`config.mk`:
```
export PLATFORM = sky130hd
export DESIGN_NAME = io_expander_i2c_target
export DESIGN_NICKNAME = d
export VERILOG_FILES = /design/src/io_expander_i2c_target.v
export VERILOG_INCLUDE_DIRS = /design/src /design/src/src
export SDC_FILE = /design/constraint.sdc
export NUM_CORES = 1
export LEC_CHECK = 0
export BUFFER_PORTS_ARGS = -buffer_cell sky130_fd_sc_hd__buf_2
export CAP_MARGIN = 20
export CORE_AREA = 2 2 144 146
export CTS_CLUSTER_SIZE = 28
export DETAILED_ROUTE_END_ITERATION = 16
export DIE_AREA = 0 0 146 148
export PLACE_DENSITY = 0.58
export SYNTH_ARGS = -nofsm -noshare
export SYNTH_HDL_FRONTEND = slang
export SYNTH_SLANG_ARGS = --single-unit
```
`constraint.sdc`:
```
create_clock -name CLOCK -period 17.2 [get_ports CLOCK]
set_input_delay 0.86 -clock CLOCK [delete_from_list [all_inputs] [get_ports CLOCK]]
set_output_delay 0.86 -clock CLOCK [all_outputs]
set_load 0.05 [all_outputs]
```
`src/io_expander_consts.vh`:
```
// Constants for the I2C I/O expander target
`ifndef IO_EXPANDER_CONSTS_VH
`define IO_EXPANDER_CONSTS_VH
`define ADDR_UPPER_BITS 6'h10
`define REG_IN_LO 3'h0
`define REG_IN_HI 3'h1
`define REG_OUT_LO 3'h2
`define REG_OUT_HI 3'h3
`define REG_INV_LO 3'h4
`define REG_INV_HI 3'h5
`define REG_DIR_LO 3'h6
`define REG_DIR_HI 3'h7
`define RST_OUT 8'hFF
`define RST_INV 8'h00
`define RST_DIR 8'hFF
`define RST_CMD 8'h00
`define CLK_FREQ_HZ 25000000
`endif

```
`src/io_expander_i2c_target.v`:
```
// I2C target front end and register file of a 16-bit I/O expander
// Function
// Reset input held low keeps registers and serial state at defaults.
// Power-on reset holds device in reset until port supply is good.
// Controller starts transfers only on an idle bus.
// Start is data falling while clock high; device detects it.
// Address byte arrives MSB first, last bit is direction.
// Matching address is acknowledged by pulling data low on ninth clock.
// Address-select level stays constant between start and stop.
// Data stable while clock high; changes there are start or stop.
// Stop is data rising while clock high; device returns idle.
// Bytes are eight bits plus acknowledge; transmitter releases data first.
// As receiver, device acknowledges every received byte.
// Controller acknowledges read bytes except last, which it leaves high.
// After controller not-acknowledge, device releases the data line.
// Device answers only 0x20 with select low, 0x21 with select high.
// Direction bit 1 means read from device, 0 means write.
// First write byte after address goes to command register; low three select.
// Controller writes command byte, then repeated start to read.
// Stored selection applies to later reads until a new command.
// Command register is writable and readable over the bus; code only writes it, reads return the selected data register.
// Input port registers ignore writes and return current pin levels.
// Each written byte moves target to the other register of the pair.
// Each further read byte comes from the other register of the pair.
// Direction bit 1 makes pin input, 0 makes pin an output.
// Input value is sampled pin level XOR polarity inversion bit.
// Output pins drive the matching output port register bit.
`include "io_expander_consts.vh"
`timescale 1ns/1ns
`default_nettype none
module io_expander_i2c_target #(
    parameter PINS = 16
) (
    input wire CLOCK,
    input wire RESET_N,
    input wire SUPPLY_GOOD,
    input wire ADDR_SEL,
    input wire SCL_IN,
    input wire SDA_IN,
    output reg SDA_OUT,
    output reg SDA_OE,
    input wire [PINS-1:0] EXPANDER_PINS_IN,
    output reg [PINS-1:0] EXPANDER_PINS_OUT,
    output reg [PINS-1:0] EXPANDER_PINS_OE
);

    localparam ST_IDLE = 3'h0;
    localparam ST_ADDR = 3'h1;
    localparam ST_ADDR_ACK = 3'h2;
    localparam ST_WRITE = 3'h3;
    localparam ST_WRITE_ACK = 3'h4;
    localparam ST_READ = 3'h5;
    localparam ST_READ_ACK = 3'h6;

    // Read value of one of the eight byte registers
    function [7:0] reg_byte;
        input [2:0] code;
        input [15:0] ins;
        input [15:0] outs;
        input [15:0] invs;
        input [15:0] dirs;
        begin
            case (code)
                `REG_IN_LO: reg_byte = ins[7:0];
                `REG_IN_HI: reg_byte = ins[15:8];
                `REG_OUT_LO: reg_byte = outs[7:0];
                `REG_OUT_HI: reg_byte = outs[15:8];
                `REG_INV_LO: reg_byte = invs[7:0];
                `REG_INV_HI: reg_byte = invs[15:8];
                `REG_DIR_LO: reg_byte = dirs[7:0];
                default: reg_byte = dirs[15:8];
            endcase
        end
    endfunction

    // Command pointing at the other register of the same pair
    function [7:0] partner;
        input [7:0] code;
        begin
            partner = {code[7:1], ~code[0]};
        end
    endfunction

    // ======================================================
    // Reset combine and input synchronisers
    // ======================================================
    wire arst_n = RESET_N & SUPPLY_GOOD; // see R01
    reg [2:0] scl_s_q;
    reg [2:0] sda_s_q;
    reg [2:0] adr_s_q;
    reg [PINS-1:0] pin_s1_q;
    reg [PINS-1:0] pin_s2_q;
    reg [PINS-1:0] pin_s3_q;
    reg scl_q;
    reg sda_q;
    reg adr_q;
    reg [PINS-1:0] pin_q;
    always @(posedge CLOCK or negedge arst_n) begin
        if (!arst_n) begin
            scl_s_q <= 3'h7;
            sda_s_q <= 3'h7;
            adr_s_q <= 3'h0;
            scl_q <= 1'b1;
            sda_q <= 1'b1;
            adr_q <= 1'b0;
            pin_s1_q <= {PINS{1'b0}};
            pin_s2_q <= {PINS{1'b0}};
            pin_s3_q <= {PINS{1'b0}};
            pin_q <= {PINS{1'b0}};
        end else begin
            scl_s_q <= {scl_s_q[1:0], SCL_IN};
            sda_s_q <= {sda_s_q[1:0], SDA_IN};
            adr_s_q <= {adr_s_q[1:0], ADDR_SEL};
            pin_s1_q <= EXPANDER_PINS_IN;
            pin_s2_q <= pin_s1_q;
            pin_s3_q <= pin_s2_q;
            if (scl_s_q[1] == scl_s_q[2]) begin
                scl_q <= scl_s_q[2];
            end
            if (sda_s_q[1] == sda_s_q[2]) begin
                sda_q <= sda_s_q[2];
            end
            if (adr_s_q[1] == adr_s_q[2]) begin
                adr_q <= adr_s_q[2];
            end
            pin_q <= (pin_s2_q & pin_s3_q) | (pin_q & (pin_s2_q | pin_s3_q));
        end
    end

    // ======================================================
    // Bus condition detection
    // ======================================================
    reg scl_prev_q;
    reg sda_prev_q;
    wire scl_rise = scl_q & ~scl_prev_q;
    wire scl_fall = ~scl_q & scl_prev_q;
    wire start_cond = scl_q & scl_prev_q & sda_prev_q & ~sda_q; // see R04
    wire stop_cond = scl_q & scl_prev_q & ~sda_prev_q & sda_q; // see R09

    // ======================================================
    // Register file and serial engine
    // ======================================================
    reg [2:0] state_q;
    reg [3:0] bit_cnt_q;
    reg [7:0] shift_q;
    reg [7:0] cmd_q;
    reg first_q;
    reg rd_q;
    reg [PINS-1:0] out_q;
    reg [PINS-1:0] inv_q;
    reg [PINS-1:0] dir_q;
    wire [PINS-1:0] in_val = pin_q ^ inv_q; // see R24
    // Current selection and its pair partner
    wire [7:0] rd_byte = reg_byte(cmd_q[2:0], in_val, out_q, inv_q, dir_q); // see R18
    wire [7:0] rd_alt = reg_byte({cmd_q[2:1], ~cmd_q[0]}, in_val, out_q, inv_q, dir_q);

    wire [6:0] my_addr = {`ADDR_UPPER_BITS, adr_q};

    always @(posedge CLOCK or negedge arst_n) begin
        if (!arst_n) begin // see R01
            state_q <= ST_IDLE;
            bit_cnt_q <= 4'h0;
            shift_q <= 8'h00;
            cmd_q <= `RST_CMD;
            first_q <= 1'b0;
            rd_q <= 1'b0;
            out_q <= {(PINS/8){`RST_OUT}};
            inv_q <= {(PINS/8){`RST_INV}};
            dir_q <= {(PINS/8){`RST_DIR}};
            scl_prev_q <= 1'b1;
            sda_prev_q <= 1'b1;
            SDA_OUT <= 1'b0;
            SDA_OE <= 1'b0;
            EXPANDER_PINS_OUT <= {PINS{1'b0}};
            EXPANDER_PINS_OE <= {PINS{1'b0}};
        end else begin
            scl_prev_q <= scl_q;
            sda_prev_q <= sda_q;
            SDA_OUT <= 1'b0;
            EXPANDER_PINS_OUT <= out_q;
            EXPANDER_PINS_OE <= ~dir_q;
            if (stop_cond) begin
                state_q <= ST_IDLE;
                SDA_OE <= 1'b0;
            end else if (start_cond) begin
                state_q <= ST_ADDR;
                bit_cnt_q <= 4'h0;
                SDA_OE <= 1'b0;
            end else begin
                case (state_q)
                    ST_IDLE: begin
                        SDA_OE <= 1'b0;
                    end
                    ST_ADDR: begin
                        if (scl_rise) begin
                            shift_q <= {shift_q[6:0], sda_q};
                            bit_cnt_q <= bit_cnt_q + 4'h1;
                        end else if (scl_fall && bit_cnt_q == 4'h8) begin
                            if (shift_q[7:1] == my_addr) begin
                                SDA_OE <= 1'b1;
                                rd_q <= shift_q[0];
                                state_q <= ST_ADDR_ACK;
                            end else begin
                                state_q <= ST_IDLE;
                            end
                        end
                    end
                    ST_ADDR_ACK: begin
                        if (scl_fall) begin
                            bit_cnt_q <= 4'h0;
                            if (rd_q) begin
                                SDA_OE <= ~rd_byte[7];
                                shift_q <= {rd_byte[6:0], 1'b0};
                                state_q <= ST_READ;
                            end else begin
                                SDA_OE <= 1'b0;
                                first_q <= 1'b1;
                                state_q <= ST_WRITE;
                            end
                        end
                    end
                    ST_WRITE: begin
                        if (scl_rise) begin
                            shift_q <= {shift_q[6:0], sda_q};
                            bit_cnt_q <= bit_cnt_q + 4'h1;
                        end else if (scl_fall && bit_cnt_q == 4'h8) begin
                            SDA_OE <= 1'b1;
                            state_q <= ST_WRITE_ACK;
                            first_q <= 1'b0;
                            if (first_q) begin
                                cmd_q <= shift_q; // see R16
                            end else begin
                                case (cmd_q[2:1])
                                    2'h1: begin
                                        if (cmd_q[0]) begin
                                            out_q[15:8] <= shift_q;
                                        end else begin
                                            out_q[7:0] <= shift_q;
                                        end
                                    end
                                    2'h2: begin
                                        if (cmd_q[0]) begin
                                            inv_q[15:8] <= shift_q;
                                        end else begin
                                            inv_q[7:0] <= shift_q;
                                        end
                                    end
                                    2'h3: begin
                                        if (cmd_q[0]) begin
                                            dir_q[15:8] <= shift_q;
                                        end else begin
                                            dir_q[7:0] <= shift_q;
                                        end
                                    end
                                    default: ;
                                endcase
                                cmd_q <= partner(cmd_q);
                            end
                        end
                    end
                    ST_WRITE_ACK: begin
                        if (scl_fall) begin
                            SDA_OE <= 1'b0;
                            bit_cnt_q <= 4'h0;
                            state_q <= ST_WRITE;
                        end
                    end
                    ST_READ: begin
                        if (scl_fall) begin
                            bit_cnt_q <= bit_cnt_q + 4'h1;
                            if (bit_cnt_q == 4'h7) begin
                                SDA_OE <= 1'b0;
                                state_q <= ST_READ_ACK;
                            end else begin
                                SDA_OE <= ~shift_q[7];
                                shift_q <= {shift_q[6:0], 1'b0};
                            end
                        end
                    end
                    ST_READ_ACK: begin
                        if (scl_rise) begin
                            if (sda_q) begin
                                state_q <= ST_IDLE; // see R13
                            end
                        end else if (scl_fall) begin
                            bit_cnt_q <= 4'h0;
                            SDA_OE <= ~rd_alt[7];
                            shift_q <= {rd_alt[6:0], 1'b0};
                            cmd_q <= partner(cmd_q);
                            state_q <= ST_READ;
                        end
                    end
                    default: begin
                        state_q <= ST_IDLE;
                        SDA_OE <= 1'b0;
                    end
                endcase
            end
        end
    end

endmodule
`default_nettype wire

```
# == After elaboration in Yosys (flattened, before gate mapping) ==
# Index checks and enable logic that the tools add are counted.
# word_totals
regBits,179
word_cells,192
input_bits,22
# classes
n_reduce_logical,24
add_sub_neg,1
n_bitwise,27
muxes,58
eq_ne,54
# ops
operator,count
8-bit case mux with 7 select lines,2
8-bit 2-to-1 mux,7
3-bit 2-to-1 mux,17
8-bit AND reduction,6
"4-bit inequality test, second input constant",11
16-bit bitwise AND,2
16-bit bitwise OR,2
8-bit case mux with 4 select lines,1
"3-bit equality test, second input constant",9
3-bit case mux with 7 select lines,1
7-bit AND reduction,3
1-bit 2-to-1 mux,20
4-bit 2-to-1 mux,5
10-bit AND reduction,2
"3-bit by 2-bit equality test with 1-bit output, second input constant",6
"2-bit inequality test, second input constant",9
16-bit inverter,1
4-bit case mux with 4 select lines,1
16-bit bitwise XOR,1
1-bit inverter,13
11-bit AND reduction,1
"5-bit inequality test, second input constant",2
"3-bit by 1-bit equality test with 1-bit output, second input constant",3
3-bit zero test,3
other kinds (22),36

# == Depth between registers and ports, before layout ==
# logic_depth
word_depth,9
ltp_mapped,11
depth_no_buf,8

# == Least setup slack after synthesis ==
# No wires, ideal clock.
# synth_path
kind,flip-flop to flip-flop
startpoint,reg scl_prev_q
endpoint,reg inv_q[1]
stages_incl_launch_ff,11
t_arrival_ps,2366
synth_period_minus_slack_ps,2491
setup_slack_ps,14709
path_buffers,2
setup_ps,125
cell_sequence,dfstp_2 -> inv_1 -> ha_1 -> and2b_2 -> nand3_4 -> nor3_4 -> nand2b_1 -> buf_6 -> or4_4 -> buf_6 -> mux2_4
# synth_between
elab_chain_cells,5
elab_cells_between_ends,13
classes_between,11 x bitwise; 2 x reduce/logical
# synth_rtl
item,line_no,source
"start, declared",io_expander_i2c_target.v:133,reg scl_prev_q;
"start signal, assigned",io_expander_i2c_target.v:177,scl_prev_q <= scl_q;
1-bit bitwise AND,"io_expander_i2c_target.v:137, io_expander_i2c_target.v:138",
1-bit bitwise AND (on tied branches) (2 in a row),"io_expander_i2c_target.v:138, io_expander_i2c_target.v:137",
1-bit inverter (no source line),n/a,
8-bit AND reduction (no source line) (*),n/a,
"end signal, assigned",io_expander_i2c_target.v:168,inv_q <= {(PINS/8){`RST_INV}};
"end signal, assigned",io_expander_i2c_target.v:245,inv_q[7:0] <= shift_q;
"end, declared",io_expander_i2c_target.v:150,reg [PINS-1:0] inv_q;
# Every way passes the cells marked *; elsewhere a longest branch is shown, timed or not.
# A chain may end at the register's enable or synchronous reset.

# == Worst setup path after layout ==
# layout_path
startpoint,reg scl_prev_q
endpoint,reg out_q[5]
# layout_between
elab_chain_cells,5
elab_cells_between_ends,13
classes_between,11 x bitwise; 2 x reduce/logical
# layout_rtl
item,line_no,source
1-bit bitwise AND,"io_expander_i2c_target.v:137, io_expander_i2c_target.v:138",
1-bit bitwise AND (on tied branches) (2 in a row),"io_expander_i2c_target.v:138, io_expander_i2c_target.v:137",
1-bit inverter (no source line),n/a,
8-bit AND reduction (no source line) (*),n/a,
"end signal, assigned",io_expander_i2c_target.v:167,out_q <= {(PINS/8){`RST_OUT}};
"end signal, assigned",io_expander_i2c_target.v:238,out_q[7:0] <= shift_q;
"end, declared",io_expander_i2c_target.v:149,reg [PINS-1:0] out_q;
# Marked as above.

==> results by group <==
Run status
  – Status: complete, no violations

Job
  – # Max-Cap Violations: 0

Synth
  – Post-synth top area share: 43.4%
  – Largest area contributor in the netlist: dfrtp_1
  – Synth cell count leaders: dfrtp_1, o21ai_0, nand2_1
  – Post-synthesis simple-gate area fraction: 12.1%
  – Ys async rst share: 100%
  – Mean post-synth cell area: 11.8 um^2
  – Post-synthesis mux area share: 9.25%
  – Synth Flop Type: dfrtp_1
  – Synthesized flop and latch total: 179
  – Synth Area in XOR/XNOR: 1.33%
  – Most common cell in the netlist: dfrtp_1
  – Synth top area cells: dfrtp_1, dfstp_2, mux2_2
  – Post-synth EDFFs: 0
  – Mapped cell area: 0.00790 mm^2
  – Post-synthesis compound-gate area fraction: 12.8%
  – Syn_nets: 699
  – Cell variety after synth: 72
  – Post-Synth Adder-Cell Area: 3.20%
  – Sequential fraction of the synthesis area: 57.4%
  – Synth warn: 0
  – Post-Synthesis Cells: 672
  – Largest family of logic cells by synthesized area: compound AO/OA/AOI/OAI gates

Route
  – Final WL: 18500 um
  – Remaining antenna violation count: 0
  – Vias/cell: 5.43
  – DRT iter0 DRCs: 433
  – Top sig layer: met4
  – Met3 wire len: 826 um
  – 1st-pass router iterations: 5
  – Met1 wire length: 8030 um
  – Vias: 5420
  – Routed length on met2: 9290 um
  – # DRC: 0
  – Routed length per placed instance: 18.5 um

Worst hold path
  – Hold EP: adr_s_q[1]
  – Min-delay worst type: reg -> reg
  – Hold_sp: adr_s_q[0]
  – Hold-critical path depth: 0

Setup path
  – Worst Setup End Kind: flop
  – Worst Path Buf+Inv: 1
  – Worst r2r dst: out_q[5]
  – Worst Path Arrival: 3.30 ns
  – Required time of the critical path: 17.56 ns
  – Critical-path maximum fanout: 8
  – Setup crit start kind: flop
  – Worst reg-to-reg setup slack: 14.26 ns
  – Register-to-Register Path Depth: 8
  – CP top delay family: simple AND/OR/NAND/NOR gates
  – Critical R2R Launch: scl_prev_q
  – Slowest-stage cell, CP: nor4_4
  – Setup CP Type: reg -> reg
  – Crit path largest cell delay: 0.78 ns
  – Critical Path, Cell by Cell: inv_1 -> ha_1 -> and2b_2 -> nand3_4 -> nor3_4 -> nand2b_1 -> nor4_4 -> mux2_2

Placement
  – Port bufs: 54
  – Routability congestion estimate: 0.815
  – Placed cell count: 967
  – HPWL Detailed: 12100 um

Global route
  – Vias in the first global route: 5592
  – Antenna violations before repair: 0
  – Global-route wire length before repair: 29900 um
  – Largest net degree at the start of global routing: 70
  – GRT Util Overall: 17.8%
  – Remaining Overflow, GRT: 0

Clock network
  – Worst-Skew Late Latency: 0.43 ns
  – Clk Tree Root Cell: clkbuf_16
  – CTS tree: yes
  – CTS max path bufs: 2
  – Num Clock Sinks: 179
  – Worst-path clk slew: 0.07 ns
  – # hold bufs at CTS: 0
  – H-tree levels: 4
  – Buffer count from post-CTS setup fixing: 0
  – TritonCTS Buffers: 17
  – Cts repair resizes: 0

STA
  – Fmax: 340 MHz
  – Worst slew pin tran: 0.953 ns
  – Period minus WS final: 2.94 ns
  – Clock skew: 0.0111 ns
  – Relative slew slack: 36.0%
  – Final worst path period share: 17.1%
  – Setup violators final: 0
  – RSZ-0062 raised after global routing: false
  – Hold Violations, Final: 0
  – Final hold slack: 0.351 ns
  – Final setup TNS: 0 ns
  – Slew Limit Fails: 0

Final layout
  – P&R area growth vs syn: 13.5%
  – Antenna cells: 0
  – Layout cells sized above 1: 28.4%
  – Final Instance Count excl. Fillers: 999
  – Nets: 743
  – Fillers: 1866

Die
  – # rows: 52
  – IO Pins: 56
  – Starting Density: 39.4%
  – Core area: 0.0200 mm^2
  – Die ar.: 0.0216 mm^2
  – Die X: 146 um
  – Die height: 148 um

Pwr
  – Pleak: 3.71 nW
  – Peak supply drop: 64.0 uV
  – Total power draw: 0.994 mW
  – Pwr Density: 111 mW/mm^2
[final cells by class]
type	count	area, um^2	share of cell area, %
Inverter	34	128	1.42
Clock buffer	19	433	4.83
Timing Repair Buffer	62	330	3.68
Clock inverter	13	141	1.58
Multi-Input combinational cell	422	3060	34.1
Tap cell	270	338	3.77
Sequential cell	179	4530	50.6
[worst max path at each step]
stage | slack (ns) | end | start | cells after the start
CTS | 14.28 | out_q[2] | scl_prev_q | 8
finish | 14.26 | out_q[5] | scl_prev_q | 8
detailed placement | 14.29 | out_q[2] | scl_prev_q | 8
floorplan | 10.67 | EXPANDER_PINS_OE[0] | SUPPLY_GOOD | 1
global route | 14.11 | out_q[2] | scl_prev_q | 8
global placement | 14.35 | out_q[5] | scl_prev_q | 8
[flip-flops by register name, summed over array words and instances, names as in the netlist, 3 cells and up]
register           count
cmd_q                  3
dir_q                 16
EXPANDER_PINS_OUT     16
scl_s_q                3
pin_q                 16
EXPANDER_PINS_OE      16
adr_s_q                3
pin_s2_q              16
bit_cnt_q              4
pin_s3_q              16
pin_s1_q              16
sda_s_q                3
out_q                 16
state_q                3
inv_q                 16
shift_q                8
[per-layer routing]
metal	track usage [%]	vias to the layer above
met5	0	-
met4	5.87	0
met3	4.75	28
met2	29.6	159
met1	22.8	2724
li1	-	2509
[placed cells by master, fill, tap and decap left out, types with 8 or more instances in the layout]
cell and instances:
buf_4 8, mux2i_1 13, dfrtp_1 135, nand2b_1 12
a211oi_1 8, a31oi_1 14, nand3_1 10, mux2_2 44
maj3_1 19, dfstp_2 42, buf_2 54, inv_1 34
clkbuf_16 17, o211ai_1 11, a21oi_1 25, nor3b_1 8
nand2_1 45, o21ai_0 46, xor2_1 10, nor2_1 31
nor2b_1 12
[stage by stage]
step / utilization, % / worst slack, ns / instance area, um^2
after floorplan: - / 10.67 / 7900
after global placement: 41.9 / 14.35 / 8390
after detailed placement: 41.9 / 14.29 / 8390
after CTS: 44.7 / 14.28 / 8970
after global routing: 44.7 / 14.11 / 8970
final: 44.7 / 14.26 / 8970
[kinds of logic after synthesis]
| logic type | after synthesis |
|---|---|
| flops | 179 |
| simple gates | 167 |
| compound gates | 154 |
| buf+inv | 71 |
| mux | 64 |
| fa+ha+maj | 24 |
| xor+xnor | 12 |
| other cells | 1 |
[power by group]
group          total (mW)  internal [mW]  switching [mW]
Combinational       0.123         0.0507          0.0722
Clock               0.381          0.205           0.176
Sequential          0.490          0.447          0.0437
Power figures use the tool's default switching activity.
